`config.mk`:
```
export PLATFORM = sky130hd
export DESIGN_NAME = wwd_core
export DESIGN_NICKNAME = d
export VERILOG_FILES = /design/src/logic/wwd_pkg.sv /design/src/logic/wwd_tick_div.sv /design/src/logic/wwd_core.sv
export SDC_FILE = /design/constraint.sdc
export NUM_CORES = 1
export LEC_CHECK = 0
export ABC_AREA = 0
export ABC_CLOCK_PERIOD_IN_PS = 4000
export BUFFER_PORTS_ARGS = -buffer_cell sky130_fd_sc_hd__clkbuf_2
export CAP_MARGIN = 20
export CORE_ASPECT_RATIO = 0.9
export CORE_MARGIN = 2
export CORE_UTILIZATION = 41
export CTS_BUF_LIST = sky130_fd_sc_hd__clkbuf_4 sky130_fd_sc_hd__clkbuf_8 sky130_fd_sc_hd__clkbuf_16
export DETAILED_ROUTE_END_ITERATION = 7
export PLACE_DENSITY = 0.7
export RECOVER_POWER = 100
export SLEW_MARGIN = 30
export SYNTH_ARGS = -nofsm -noshare
export SYNTH_HDL_FRONTEND = slang
export SYNTH_SLANG_ARGS = --single-unit
```
`constraint.sdc`:
```
create_clock -name sys_clk -period 4 [get_ports sys_clk]
set_input_delay 0.6 -clock sys_clk [delete_from_list [all_inputs] [get_ports sys_clk]]
set_output_delay 0.6 -clock sys_clk [all_outputs]
set_load 0.1 [all_outputs]
```
`src/logic/wwd_pkg.sv`:
```
// constants, state type and helpers shared by the windowed watchdog files
package wwd_pkg;

  // ****************************************
  // clocks and timing
  // ****************************************
  localparam int unsigned SYS_CLK_HZ = 32'h02FA_F080;  // 50 MHz system clock
  localparam int unsigned WDOG_CLK_HZ = 32'h0000_8000; // watchdog count rate, plain default
  // system cycles per watchdog count step, rounded down
  localparam int unsigned TICK_CYCLES = SYS_CLK_HZ / WDOG_CLK_HZ;
  // watchdog steps a control or clear write takes to cross domains
  localparam logic [1:0] SYNC_TICKS = 2'h2;

  // ****************************************
  // period encoding
  // ****************************************
  localparam logic [15:0] PERIOD_BASE = 16'h0008; // length at code 0x0
  localparam logic [3:0] CODE_MAX = 4'hB;         // last legal code, 16384 steps
  localparam logic [7:0] CLEAR_KEY = 8'hA5;
  localparam logic [15:0] CNT_ONE = 16'h0001;

  // ****************************************
  // power-on defaults before the user row is loaded
  // ****************************************
  localparam logic [3:0] CODE_RST = 4'h0;
  localparam logic [1:0] SYNC_RST = 2'h0;
  localparam logic [15:0] CNT_RST = 16'h0000;

  // whole state of the watchdog core
  typedef struct packed {
    logic load_done;
    logic ctrl_en;
    logic ctrl_win;
    logic ctrl_lock;
    logic [3:0] closed_code;
    logic [3:0] open_code;
    logic [3:0] delay_code;
    logic run_en;
    logic run_win;
    logic run_lock;
    logic [15:0] cnt;
    logic p_v;
    logic p_clr;
    logic p_key;
    logic [1:0] sync_cnt;
    logic q_v;
    logic q_clr;
    logic q_key;
    logic hc_v;
    logic [7:0] hc;
    logic he_v;
    logic [3:0] he;
    logic hw_v;
    logic hw_win;
    logic hw_lock;
    logic irq_en;
    logic irq_flag;
    logic irq;
    logic sys_reset;
  } wwd_state_t;

  // code to count of watchdog steps; reserved codes clamp to the longest
  function automatic logic [15:0] wwd_len(input logic [3:0] code);
    logic [3:0] c;
    c = (code > CODE_MAX) ? CODE_MAX : code;
    return PERIOD_BASE << c;
  endfunction : wwd_len

endpackage : wwd_pkg

```
`src/logic/wwd_tick_div.sv`:
```
// divider that turns the system clock into the watchdog step enable
`timescale 1ns/1ps

module wwd_tick_div import wwd_pkg::*; #(
  parameter int unsigned DIV = TICK_CYCLES
) (
  input wire logic sys_clk,
  input wire logic rstn,
  output logic tick
);

  typedef struct packed {
    logic [15:0] cnt;
    logic tick;
  } wwd_div_t;

  wwd_div_t st;
  wwd_div_t next_st;

  // count to the divide value, then emit one enable cycle
  always_comb begin
    next_st = st;
    next_st.tick = 1'b0;
    if (st.cnt == 16'(DIV - 1)) begin
      next_st.cnt = CNT_RST;
      next_st.tick = 1'b1;
    end else begin
      next_st.cnt = st.cnt + CNT_ONE;
    end
  end

  // register the divider state
  always_ff @(posedge sys_clk or negedge rstn) begin
    if (!rstn) begin
      st <= '0;
    end else begin
      st <= next_st;
    end
  end

  assign tick = st.tick;

endmodule : wwd_tick_div

```
`src/logic/wwd_core.sv`:
```
// windowed watchdog core: settings, sync tracking, period counter and warning flag
`timescale 1ns/1ps

// Operation
// - enable clear stops timer; window bit alone picks the mode
// - window, lock, config and warning setup writes dropped while enabled or enabling
// - protected writes during disabling are held, applied once disable completes
// - power-on loads enable, lock, window, closed, open and warning codes
// - enable write one starts, zero stops, stop only while lock is clear
// - normal mode: reset when open period ends without a clear
// - clear key restarts the period; any other clear value resets at once
// - twelve selectable period lengths
// - codes give 8 steps doubling to 16384 at 0xB; 0xC-0xF reserved
// - warning irq off by default; set strobe enables, clear strobe disables
// - window mode: clear inside closed period resets; accepted in open period
// - window mode: closed from closed code, open from open code, total their sum
// - window mode warning fires when the open period begins
// - normal mode warning fires after the delay count from period start
// - delay beyond the period: reset first, warning never raised
// - lock keeps timer running; only power-on clears it; zero write ignored
// - under lock config and warning setup frozen; window bit and irq enables writable
// - flag set on warning; irq while flag and enable both set
// - writing one clears the flag, zero does nothing
// - one shared irq line; software reads the flag to identify cause
// - control and clear writes cross into the count domain
// - pending bit set at once, cleared when the crossing completes
// - sync write while pending stalls, then completes
// - enable reads back at once, takes effect when pending clears
module wwd_core import wwd_pkg::*; #(
  parameter int unsigned TICK_DIV = TICK_CYCLES
) (
  input wire logic sys_clk,
  input wire logic rstn,
  input wire logic nvm_enable,
  input wire logic nvm_lock,
  input wire logic nvm_window,
  input wire logic [3:0] nvm_closed,
  input wire logic [3:0] nvm_open,
  input wire logic [3:0] nvm_delay,
  input wire logic ctrl_wr,
  input wire logic ctrl_wr_enable,
  input wire logic ctrl_wr_window,
  input wire logic ctrl_wr_lock,
  input wire logic cfg_wr,
  input wire logic [3:0] cfg_wr_closed,
  input wire logic [3:0] cfg_wr_open,
  input wire logic ew_setup_wr,
  input wire logic [3:0] ew_setup_wr_delay,
  input wire logic irq_enable_set,
  input wire logic irq_enable_clear,
  input wire logic irq_flag_clear,
  input wire logic clear_wr,
  input wire logic [7:0] clear_wr_data,
  output logic ctrl_enable,
  output logic ctrl_window,
  output logic permanent_run_lock,
  output logic [3:0] closed_code,
  output logic [3:0] open_code,
  output logic [3:0] early_warn_delay,
  output logic irq_enable,
  output logic irq_flag,
  output logic xdomain_pending,
  output logic bus_stall,
  output logic irq,
  output logic sys_reset_req
);

  // ****************************************
  // state and step enable
  // ****************************************
  wwd_state_t st;
  wwd_state_t next_st;
  logic tick;
  logic active;
  logic done;
  logic ew_set;
  logic [15:0] open_len;
  logic [15:0] closed_len;
  logic [15:0] delay_len;
  logic [15:0] nxt;

  // one enable per watchdog step; no second clock domain is needed
  wwd_tick_div #(.DIV(TICK_DIV)) u_div (
    .sys_clk(sys_clk),
    .rstn(rstn),
    .tick(tick)
  );

  // running state comes from the synchronised copies, not the readback
  assign active = st.run_en | st.run_lock;
  assign done = st.p_v && tick && (st.sync_cnt == SYNC_TICKS - 2'h1);
  assign open_len = wwd_len(st.open_code);
  assign closed_len = wwd_len(st.closed_code);
  assign delay_len = wwd_len(st.delay_code);
  assign nxt = st.cnt + CNT_ONE;

  // ****************************************
  // next-state logic
  // ****************************************
  always_comb begin
    next_st = st;
    next_st.sys_reset = 1'b0;
    ew_set = 1'b0;
    if (!st.load_done) begin
      // first cycle after release: take the user row settings
      next_st.load_done = 1'b1;
      next_st.ctrl_en = nvm_enable;
      next_st.ctrl_lock = nvm_lock;
      next_st.ctrl_win = nvm_window;
      next_st.closed_code = nvm_closed;
      next_st.open_code = nvm_open;
      next_st.delay_code = nvm_delay;
      next_st.run_en = nvm_enable;
      next_st.run_lock = nvm_lock;
      next_st.run_win = nvm_window;
    end else begin
      // period counter, advanced only on a watchdog step
      if (!active) begin
        next_st.cnt = CNT_RST;
      end else if (tick) begin
        if (st.run_win) begin
          if (nxt == 16'(closed_len + open_len)) begin
            next_st.sys_reset = 1'b1;
            next_st.cnt = CNT_RST;
          end else begin
            next_st.cnt = nxt;
            ew_set = (nxt == closed_len);
          end
        end else begin
          if (nxt == open_len) begin
            // a delay at or past the period never reaches the flag
            next_st.sys_reset = 1'b1;
            next_st.cnt = CNT_RST;
          end else begin
            next_st.cnt = nxt;
            ew_set = (nxt == delay_len);
          end
        end
      end
      // crossing of a control or clear write finishes here
      if (done) begin
        if (st.p_clr) begin
          if (!st.p_key) begin
            next_st.sys_reset = 1'b1;
            next_st.cnt = CNT_RST;
          end else if (active && st.run_win && (st.cnt < closed_len)) begin
            next_st.sys_reset = 1'b1;
            next_st.cnt = CNT_RST;
          end else begin
            next_st.cnt = CNT_RST;
          end
        end else begin
          next_st.run_en = st.ctrl_en;
          next_st.run_win = st.ctrl_win;
          next_st.run_lock = st.ctrl_lock;
        end
        // a stalled write starts its own crossing now
        next_st.p_v = st.q_v;
        next_st.p_clr = st.q_clr;
        next_st.p_key = st.q_key;
        next_st.q_v = 1'b0;
        next_st.sync_cnt = SYNC_RST;
      end else if (st.p_v && tick) begin
        next_st.sync_cnt = st.sync_cnt + 2'h1;
      end
      // accept a new synchronised write, or park it behind the busy one
      if (ctrl_wr || clear_wr) begin
        if (!next_st.p_v) begin
          next_st.p_v = 1'b1;
          next_st.p_clr = clear_wr;
          next_st.p_key = (clear_wr_data == CLEAR_KEY);
          next_st.sync_cnt = SYNC_RST;
        end else begin
          next_st.q_v = 1'b1;
          next_st.q_clr = clear_wr;
          next_st.q_key = (clear_wr_data == CLEAR_KEY);
        end
      end
      // control readback changes at once; protected fields are checked
      if (ctrl_wr) begin
        if (st.ctrl_lock) begin
          next_st.ctrl_en = st.ctrl_en | ctrl_wr_enable;
          next_st.ctrl_win = ctrl_wr_window;
        end else begin
          next_st.ctrl_en = ctrl_wr_enable;
          if (st.ctrl_en || ctrl_wr_enable) begin
            next_st.hw_v = st.hw_v;
          end else if (active) begin
            next_st.hw_v = 1'b1;
            next_st.hw_win = ctrl_wr_window;
            next_st.hw_lock = ctrl_wr_lock;
          end else begin
            next_st.ctrl_win = ctrl_wr_window;
            next_st.ctrl_lock = ctrl_wr_lock;
          end
        end
      end
      // configuration write: frozen under lock, dropped while enabled
      if (cfg_wr && !st.ctrl_lock && !st.ctrl_en) begin
        if (active) begin
          next_st.hc_v = 1'b1;
          next_st.hc = {cfg_wr_closed, cfg_wr_open};
        end else begin
          next_st.closed_code = cfg_wr_closed;
          next_st.open_code = cfg_wr_open;
        end
      end
      if (ew_setup_wr && !st.ctrl_lock && !st.ctrl_en) begin
        if (active) begin
          next_st.he_v = 1'b1;
          next_st.he = ew_setup_wr_delay;
        end else begin
          next_st.delay_code = ew_setup_wr_delay;
        end
      end
      // re-enabling before the disable finished throws the held writes away
      if (next_st.ctrl_en) begin
        next_st.hc_v = 1'b0;
        next_st.he_v = 1'b0;
        next_st.hw_v = 1'b0;
      end else if (!active && !st.p_v) begin
        // disable has completed: held writes land now
        if (st.hc_v) begin
          next_st.closed_code = st.hc[7:4];
          next_st.open_code = st.hc[3:0];
          next_st.hc_v = 1'b0;
        end
        if (st.he_v) begin
          next_st.delay_code = st.he;
          next_st.he_v = 1'b0;
        end
        if (st.hw_v) begin
          next_st.ctrl_win = st.hw_win;
          next_st.ctrl_lock = st.hw_lock;
          next_st.run_win = st.hw_win;
          next_st.run_lock = st.hw_lock;
          next_st.hw_v = 1'b0;
        end
      end
      // irq enable: clear strobe wins if both arrive together
      if (irq_enable_set) begin
        next_st.irq_en = 1'b1;
      end
      if (irq_enable_clear) begin
        next_st.irq_en = 1'b0;
      end
      // flag: a warning in the clearing cycle is kept
      if (irq_flag_clear) begin
        next_st.irq_flag = 1'b0;
      end
      if (ew_set) begin
        next_st.irq_flag = 1'b1;
      end
    end
    next_st.irq = next_st.irq_flag & next_st.irq_en;
  end

  // ****************************************
  // state register
  // ****************************************
  // async reset to constants; user row values are taken one edge later
  always_ff @(posedge sys_clk or negedge rstn) begin
    if (!rstn) begin
      st <= '0;
    end else begin
      st <= next_st;
    end
  end

  assign ctrl_enable = st.ctrl_en;
  assign ctrl_window = st.ctrl_win;
  assign permanent_run_lock = st.ctrl_lock;
  assign closed_code = st.closed_code;
  assign open_code = st.open_code;
  assign early_warn_delay = st.delay_code;
  assign irq_enable = st.irq_en;
  assign irq_flag = st.irq_flag;
  assign xdomain_pending = st.p_v;
  assign bus_stall = st.q_v;
  assign irq = st.irq;
  assign sys_reset_req = st.sys_reset;
endmodule : wwd_core

```
==> results.yml, run 1 <==
grt:
  grt_usage_pct: 21.29
  grt-busiest-layer: "met2"
  antenna_found_initial: 0
  overflow: 0
  grt_use_met3_pct: 3.179
  met1_usage_pct: 29.72
  grt_pass1_wl_mm: 30.20
  use_met2_pct: 33.63
  grt_pass1_vias: 5949
  grt_max_degree: 82
detailed_routing:
  vias: 6049
  drc: 0
  via_per_inst: 5.723
  dr.pass1.iters: 5
  wl_mm: 18.12
  drt_iter0_drc: 511
  drtAntennaViolNets: 0
  wire_per_inst_um: 17.15
yosys:
  ys_seq_elements: 81
  yosysSeqAreaShare_pct: 30.37
  synth_cell_types: 78
  syn-cell-area_mm2: 0.006675
  ys.flop_type: "dfrtp_1"
  synth_edf_count: 0
  synth_cells: 773
  async_flop_share_pct: 100.0
  yosys_warnings: 0
  syn_avg_cell_area_um2: 8.635
setup_path:
  crit_buf_inv: 2
  cpMaxStageDelayCell: "or4_1"
  crit_type: "register to register"
  critPathCaptureType: "register"
  crit_top_cell: "xnor2_1"
  worstPathCellList: "or2_2 > nor3_2 > ha_1 > inv_1 > fa_1 > xnor2_1 > xnor2_1 > or4_1 > a211oi_1 > o2111ai_1 > nor4_2 > a22oi_2 > buf_6 > a22o_4 > and2_0"
  crit_path_start_kind: "register"
  crit_fanout: 13
  critPathArrivalTime_ns: 4.00
  required_ns: 4.22
  slowest_delay_ns: 0.49
  crit_family: "simple AND/OR/NAND/NOR gates"
timing:
  hold_violations: 0
  max_freq_ghz: 0.2650
  relSlewSlack_pct: -37.82
  slew_viol_final: 82
  fin_worst_skew_ns: 0.006087
  rsz0062_at_grt: "false"
  worstMarginPinSlew_ns: 2.067
  setup_viol: 0
  fin_crit_sh_pct: 94.33
  setup_ws_ns: 0.2270
  hold_ws_ns: 0.4819
  finalCriticalPeriod_ns: 3.773
final_layout:
  layout-area-overhead-vs-synth_pct: 13.76
  drive_gt1_share_pct: 17.88
  diodes: 0
  fin_cells: 1057
  finalNetCount: 923
  fill_cells: 1522
place:
  numPortBuffers: 67
  dp_hpwl_mm: 13.84
  pre_cts_ws_ns: -0.008261
  dp.cells: 1040
  gp_congestion: 1.002
floorplanning:
  core_mm2: 0.01602
  chipHeight_um: 125.1
  dieArea_mm2: 0.01732
  start_util_pct: 41.67
  rows: 44
  io_pins: 68
  dieWidth_um: 138.5
clock_tree:
  cts.sinks: 81
  cts_tree: "yes"
  clk_path_buf_depth: 2
  cts_max_level: 3
  cts_hold_buf: 0
  cts_buffers: 9
  clk_latency_ns: 0.34
  clk_pin_slew_ns: 0.06
  root_buffer: "clkbuf_16"
power_and_ir_drop:
  pwr-share-comb_pct: 25.0
  cell_internal_pwr_mw: 1.558
  seqPwrFrac_pct: 40.8
  pwr-share-clk_pct: 34.2
  power_density_mw_per_mm2: 306.4
  ir_worst_vdd_uv: 255.1
  swShare_pct: 33.04
  power.total_mw: 2.326
  p_leak_nw: 3.447
  power.switching_uw: 768.5
outcome:
  status: "complete, but fails checks"
  violations: "max-capacitance violations, max-slew violations"
flow_run:
  drv_cap: 1
min_path:
  hp-class: "primary input to register"
## path summary, 6_finish.rpt
path                                  start      endpoint  slack [ns]  cells after the start
setup / recovery             closed_code[2]           irq        0.23                     15
hold / removal             irq_enable_clear    irq_enable        0.48                      2
setup reg to reg             closed_code[2]           irq        0.23                     15
hold reg to reg                u_div.st[16]  u_div.st[16]        0.49                      1
max in group asynchronous              rstn        st[14]        1.93                      1
min in group asynchronous              rstn   u_div.st[8]        0.81                      1
## power by group through the flow
stage          logic (mW)  clock network, mW  registers, mW
3_5_place_dp        0.582                  0          0.963
2_1_floorplan       0.429                  0          0.971
6_report            0.581              0.797          0.949
3_3_place_gp        0.573                  0          0.960
5_1_grt             0.632              0.848          0.961
4_1_cts             0.585              0.811          0.948
## per-layer routing
metal | wire length (um) | up-vias
met5 | 0 | -
met1 | 8278 | 2891
met4 | 529 | 0
met2 | 8204 | 214
met3 | 1111 | 35
li1 | - | 2909
## placed cells by master, fill, tap and decap left out, types with 14 or more instances in the layout
master,synthesis,final
mux2_2,28,28
nand3_1,31,31
buf_4,13,36
dfrtp_1,81,81
xnor2_1,40,40
nor3_1,22,21
mux2i_1,20,20
a21oi_1,39,39
nor2_1,73,73
ha_1,30,30
nand2_1,82,82
o21ai_0,36,40
xor2_1,14,14
clkbuf_2,0,46
clkbuf_1,23,23
inv_1,39,39
## stage by stage
| stage | cell area [um^2] | TNS [ns] | utilization (%) |
|---|---|---|---|
| after floorplan | 6679 | 0 | - |
| after global placement | 7312 | -0.5494 | 45.64 |
| after detailed placement | 7331 | -0.008261 | 45.76 |
| after CTS | 7622 | 0 | 47.58 |
| after global routing | 7594 | 0 | 47.40 |
| final | 7594 | 0 | 47.40 |
## final cells by class
cell class | count | area [um^2] | area share [%]
tap | 207 | 259.0 | 3.411
clock inverter | 5 | 37.54 | 0.4943
inverter | 39 | 146.4 | 1.928
multi-input combinational | 608 | 4279 | 56.35
clock buffer | 11 | 246.5 | 3.246
timing repair buffer | 106 | 598.1 | 7.876
sequential | 81 | 2027 | 26.69
## state kept, by name, summed over array words and instances, names as in the netlist, 4 cells and up
register,count
st,43
u_div.st,16
closed_code,4
open_code,4
early_warn_delay,4
## cell families (layout without fill, tap and decap cells)
| family | after synthesis | after routing | synth area share [%] |
|---|---|---|---|
| xor+xnor | 66 | 66 | 11.15 |
| flops | 81 | 81 | 30.37 |
| compound gates | 158 | 158 | 15.39 |
| fa+ha+maj | 31 | 31 | 5.923 |
| simple gates | 303 | 303 | 23.58 |
| other cells | 1 | 2 | 0.05618 |
| buf+inv | 85 | 161 | 5.811 |
| mux | 48 | 48 | 7.723 |
## synth_stat cells, types with 3 or more instances
master	instances	area (um^2)
a211o_1	3	26.28
a211oi_1	6	45.04
a21o_1	5	37.54
a21oi_1	39	195.2
a31oi_1	10	62.56
a32o_1	3	30.03
and2_1	3	18.77
and3_1	9	56.30
buf_2	7	35.03
buf_4	13	97.59
clkbuf_1	23	86.33
dfrtp_1	81	2027
ha_1	30	375.4
inv_1	39	146.4
mux2_2	28	315.3
mux2i_1	20	200.2
nand2_1	82	307.8
nand2b_1	13	81.33
nand3_1	31	155.2
nand4_1	6	37.54
nand4b_1	3	26.28
nor2_1	73	274.0
nor2b_1	9	56.30
nor3_1	22	110.1
nor4_1	14	87.58
nor4b_1	3	26.28
o211ai_1	10	75.07
o21a_1	10	75.07
o21ai_0	36	180.2
o21ai_1	7	35.03
o31ai_1	4	30.03
or2_2	3	18.77
or3_1	3	18.77
or4_1	7	52.55
xnor2_1	40	350.3
xnor3_1	11	247.7
xor2_1	14	122.6
## what timing repair did
action,CTS,global route
setup buffers,1,0
endpoints found under the setup margin,1,11
gates cloned,0,0
resized for setup,0,2
pin swaps,1,0
(Power assumes the default switching activity.)
==> inputs of run 2 (changes only) <==
PLACE_DENSITY = 0.56   (was 0.7)
==> results.yml, run 2 (same netlist as run 1, synthesis figures left out) <==
clock_tree:
  clk_latency_ns: 0.35
  clk_pin_slew_ns: 0.07
  root_buffer: "clkbuf_16"
  cts.sinks: 81
  cts_max_level: 3
  cts_hold_buf: 0
  cts_tree: "yes"
  clk_path_buf_depth: 2
  cts_buffers: 9
timing:
  worstMarginPinSlew_ns: 2.070
  fin_crit_sh_pct: 96.62
  hold_violations: 0
  finalCriticalPeriod_ns: 3.865
  fin_setup_tns_ns: 0
  relSlewSlack_pct: -38.01
  setup_ws_ns: 0.1354
  setup_viol: 0
  slew_viol_final: 82
  fin_worst_skew_ns: 0.009072
  rsz0062_at_grt: "false"
  max_freq_ghz: 0.2588
detailed_routing:
  vias: 6047
  drtAntennaViolNets: 0
  drt_iter0_drc: 405
  wire_per_inst_um: 18.06
  wl_mm: 19.06
  drc: 0
  dr.pass1.iters: 5
  via_per_inst: 5.732
power_and_ir_drop:
  pwr-share-clk_pct: 34.5
  ir_worst_vdd_uv: 183.8
  power.switching_uw: 781.1
  seqPwrFrac_pct: 40.6
  p_leak_nw: 3.442
  pwr-share-comb_pct: 25.0
  cell_internal_pwr_mw: 1.554
  swShare_pct: 33.46
  power_density_mw_per_mm2: 307.2
final_layout:
  register_area_mm2: 0.002028
  fill_cells: 1550
  drive_gt1_share_pct: 17.92
  diodes: 0
  final_common_cell: "nand2_1"
  largest_reg_flops: 43
  fin_cells: 1055
  finalNetCount: 921
  final_cell_mix: "nand2_1 (82), dfrtp_1 (80), nor2_1 (73)"
  multi_input_area_mm2: 0.004295
  regMostFlops: "st"
  reg.largest.list: "st (43), u_div.st (16)"
  final_util_pct: 47.45
  layout-area-overhead-vs-synth_pct: 13.87
flow_run:
  drv_cap: 1
outcome:
  violations: "max-capacitance violations, max-slew violations"
  status: "complete, but fails checks"
setup_path:
  critPathArrivalTime_ns: 4.09
  crit_path_start_kind: "register"
  crit_fanout: 10
  required_ns: 4.23
  crit_type: "register to register"
  critPathCaptureType: "register"
floorplanning:
  dieWidth_um: 138.5
  dieArea_mm2: 0.01732
  core_mm2: 0.01602
  io_pins: 68
  start_util_pct: 41.67
  chipHeight_um: 125.1
  rows: 44
place:
  gp_congestion: 0.9454
  dp_hpwl_mm: 14.98
  dp.cells: 1035
  numPortBuffers: 67
  pre_cts_ws_ns: -0.07016
grt:
  antenna_found_initial: 0
  grt_max_degree: 82
  grt_pass1_vias: 5839
  grt_pass1_wl_mm: 30.93
  grt_usage_pct: 22.12
  overflow: 0
min_path:
  hp-class: "primary input to register"
==> run 2: layout make-up <==
class                   count  share of cell area, %
clock buffers              10                  3.144
clock inverters             6                 0.6420
inverters                  39                  1.926
multi-input cells         608                  56.51
flip-flops and latches     81                  26.68
well taps                 207                  3.407
repair buffers            104                  7.687
==> run 2: power by group through the flow <==
stage | Clock [mW] | Combinational, mW | Sequential, mW
CTS | 0.825 | 0.584 | 0.945
floorplan | 0 | 0.429 | 0.971
detailed placement | 0 | 0.580 | 0.960
global placement | 0 | 0.570 | 0.955
finish | 0.805 | 0.583 | 0.947
global route | 0.865 | 0.632 | 0.960
==> run 2: worst max-delay path: stages (launching register included) <==
cell and delay [ns]:
dfrtp_1 0.38, or2_4 0.26, nor3_4 0.20, ha_2 0.20, inv_1 0.06, fa_1 0.48, xnor2_1 0.15, xnor2_1 0.16
or4_1 0.44, a211oi_2 0.23, o2111ai_1 0.17, nor4_2 0.33, a22oi_2 0.10, buf_6 0.17, buf_4 0.17, a31oi_1 0.16
mux2i_1 0.09
==> run 2: metrics by stage <==
step / total power [mW] / hold WS [ns] / area (um^2)
CTS: 2.353 / 0.3223 / 7591
finish: 2.335 / 0.4591 / 7601
floorplan: 1.400 / 0.3044 / 6679
detailed placement: 1.541 / 0.4702 / 7289
global route: 2.457 / 0.4476 / 7601
global placement: 1.525 / 0.4663 / 7282
==> run 2: repair_timing <==
action                     CTS  global route
setup endpoints to repair    5            17
pin swaps                    1            10
resized for setup            1             9
setup buffers                1             4
==> run 2: layer usage <==
layer	up-vias	wire length [um]	track usage, %
met4	0	460	7.083
met1	2946	8859	30.93
met5	-	0	0
met2	175	8747	35.32
met3	35	987	3.485
li1	2891	-	-
==> run 2: final timing paths <==
path | start | end | slack, ns | depth (start not counted)
max in group asynchronous | rstn | closed_code[1] | 1.82 | 1
min in group asynchronous | rstn | st[5] | 0.84 | 1
min | irq_enable_clear | irq_enable | 0.46 | 2
min reg2reg | u_div.st[16] | u_div.st[16] | 0.48 | 1
max | closed_code[3] | st[36] | 0.14 | 16
max reg2reg | closed_code[3] | st[36] | 0.14 | 16
==> inputs of run 3 (changes only) <==
CORE_ASPECT_RATIO = 0.6   (was 0.9)
SLEW_MARGIN = unset   (was 30)
==> results.yml, run 3 (same netlist as run 1, synthesis figures left out) <==
min_path:
  hp-class: "primary input to register"
  min-delay-start: "irq_enable_clear"
  hold_depth: 2
  min_to: "irq_enable"
timing:
  hold_violations: 0
  finalCriticalPeriod_ns: 3.867
  relSlewSlack_pct: -50.04
  setup_viol: 0
  max_freq_ghz: 0.2586
  slew_viol_final: 84
  worstMarginPinSlew_ns: 2.251
  setup_ws_ns: 0.1332
  fin_worst_skew_ns: 0.01019
  fin_crit_sh_pct: 96.67
floorplanning:
  rows: 36
  dieArea_mm2: 0.01735
  core_mm2: 0.01608
  io_pins: 68
  start_util_pct: 41.51
  dieWidth_um: 168.7
  chipHeight_um: 102.8
final_layout:
  fin_cells: 1051
  final_common_cell: "nand2_1"
  reg.largest.list: "st (43), u_div.st (16)"
  diodes: 0
  layout-area-overhead-vs-synth_pct: 13.68
  largest_reg_flops: 43
  regMostFlops: "st"
  final_cell_mix: "nand2_1 (82), dfrtp_1 (81), nor2_1 (73)"
  drive_gt1_share_pct: 17.58
  finalNetCount: 916
  stdcell_area_mm2: 0.007589
clock_tree:
  cts_tree: "yes"
  cts.sinks: 81
  cts_buffers: 9
  cts_max_level: 3
  clk_pin_slew_ns: 0.06
  clk_path_buf_depth: 2
  root_buffer: "clkbuf_16"
  cts_hold_buf: 0
  clk_latency_ns: 0.34
power_and_ir_drop:
  ir_worst_vdd_uv: 182.1
  p_leak_nw: 3.427
  power_density_mw_per_mm2: 306.8
setup_path:
  r2r-start: "closed_code[2]"
  worst_r2r_path_depth: 15
  critPathCaptureType: "register"
  rr_endpoint: "irq"
  crit_path_start_kind: "register"
  crit_fanout: 22
  critPathArrivalTime_ns: 4.10
  required_ns: 4.23
  crit_type: "register to register"
  r2r_slack_ns: 0.13
place:
  gp_congestion: 1.006
  dp_hpwl_mm: 16.48
  dpl-instance-area_mm2: 0.007267
  numPortBuffers: 67
  dp.cells: 1033
  pre_cts_ws_ns: 0.1400
detailed_routing:
  via_per_inst: 5.918
  wire_per_inst_um: 19.96
  wl_mm: 20.98
  vias: 6220
  drtAntennaViolNets: 0
  drt_iter0_drc: 683
  dr.pass1.iters: 5
  drc: 0
outcome:
  status: "complete, but fails checks"
  violations: "max-capacitance violations, max-slew violations"
grt:
  grt_pass1_vias: 5997
  overflow: 0
  grt_max_degree: 82
  grt_pass1_wl_mm: 33.13
  grt_usage_pct: 24.94
  antenna_found_initial: 1
flow_run:
  drv_cap: 2
[run 3: changes by cell type in the layout (fill, tap and decap cells not counted), moves of 2 or more]
cell and change:
mux2_1 -2, buf_4 -6, mux2_2 +2, clkbuf_1 +2
[run 3: how the worst max path moves through the flow]
stage                        start  endpoint  slack [ns]  cells after the start
floorplan           closed_code[2]    st[32]        0.53                     15
global placement    closed_code[2]       irq        0.18                     15
detailed placement  closed_code[2]       irq        0.14                     15
CTS                 closed_code[2]       irq        0.12                     15
global route        closed_code[2]       irq       -0.07                     15
finish              closed_code[2]       irq        0.13                     15
[run 3: worst max-delay path, stage by stage (launching register included)]
cell and delay [ns]:
dfrtp_1 0.38, or2_4 0.28, nor3_4 0.13, ha_2 0.20
inv_1 0.05, fa_1 0.48, xnor2_2 0.16, xnor2_1 0.14
or4_1 0.49, a211oi_2 0.26, o2111ai_2 0.15, nor4_2 0.38
a22oi_2 0.15, buf_12 0.19, a22o_4 0.22, and2_1 0.13
[run 3: layer usage]
| layer | vias up | track usage (%) | routed length [um] |
|---|---|---|---|
| li1 | 2876 | - | - |
| met3 | 28 | 6.756 | 2077 |
| met5 | - | 0 | 0 |
| met4 | 0 | 5.172 | 243 |
| met1 | 3006 | 39.26 | 10770 |
| met2 | 310 | 33.39 | 7886 |
[run 3: metrics by stage]
| stage | total power, mW | hold WS [ns] | TNS, ns | util, % |
|---|---|---|---|---|
| final | 2.328 | 0.4621 | 0 | 47.19 |
| after global routing | 2.446 | 0.4601 | -0.3027 | 47.19 |
| after CTS | 2.335 | 0.4464 | 0 | 46.92 |
| after detailed placement | 1.553 | 0.4659 | 0 | 45.19 |
| after global placement | 1.538 | 0.4580 | 0 | 45.19 |
| after floorplan | 1.400 | 0.3044 | 0 | - |
[run 3: area by class of cell]
cell class                 instances  area [um^2]
clock inverter                     5        38.79
sequential                        81         2027
tap                              209        261.5
clock buffer                      10        239.0
inverter                          39        146.4
fill                            1572         8492
timing repair buffer              99        550.5
multi-input combinational        608         4325
[run 3: power by group]
| group | total [mW] | switching [mW] | leakage (nW) | internal [mW] |
|---|---|---|---|---|
| combinational | 0.595 | 0.377 | 2.27 | 0.218 |
| clock | 0.776 | 0.337 | 0.135 | 0.438 |
| sequential | 0.958 | 0.0672 | 1.02 | 0.891 |
[run 3: what timing repair did]
| item | in CTS | in global routing |
|---|---|---|
| gates resized for setup | 0 | 11 |
| buffers inserted | 0 | 1 |
| setup endpoints to repair | 0 | 17 |
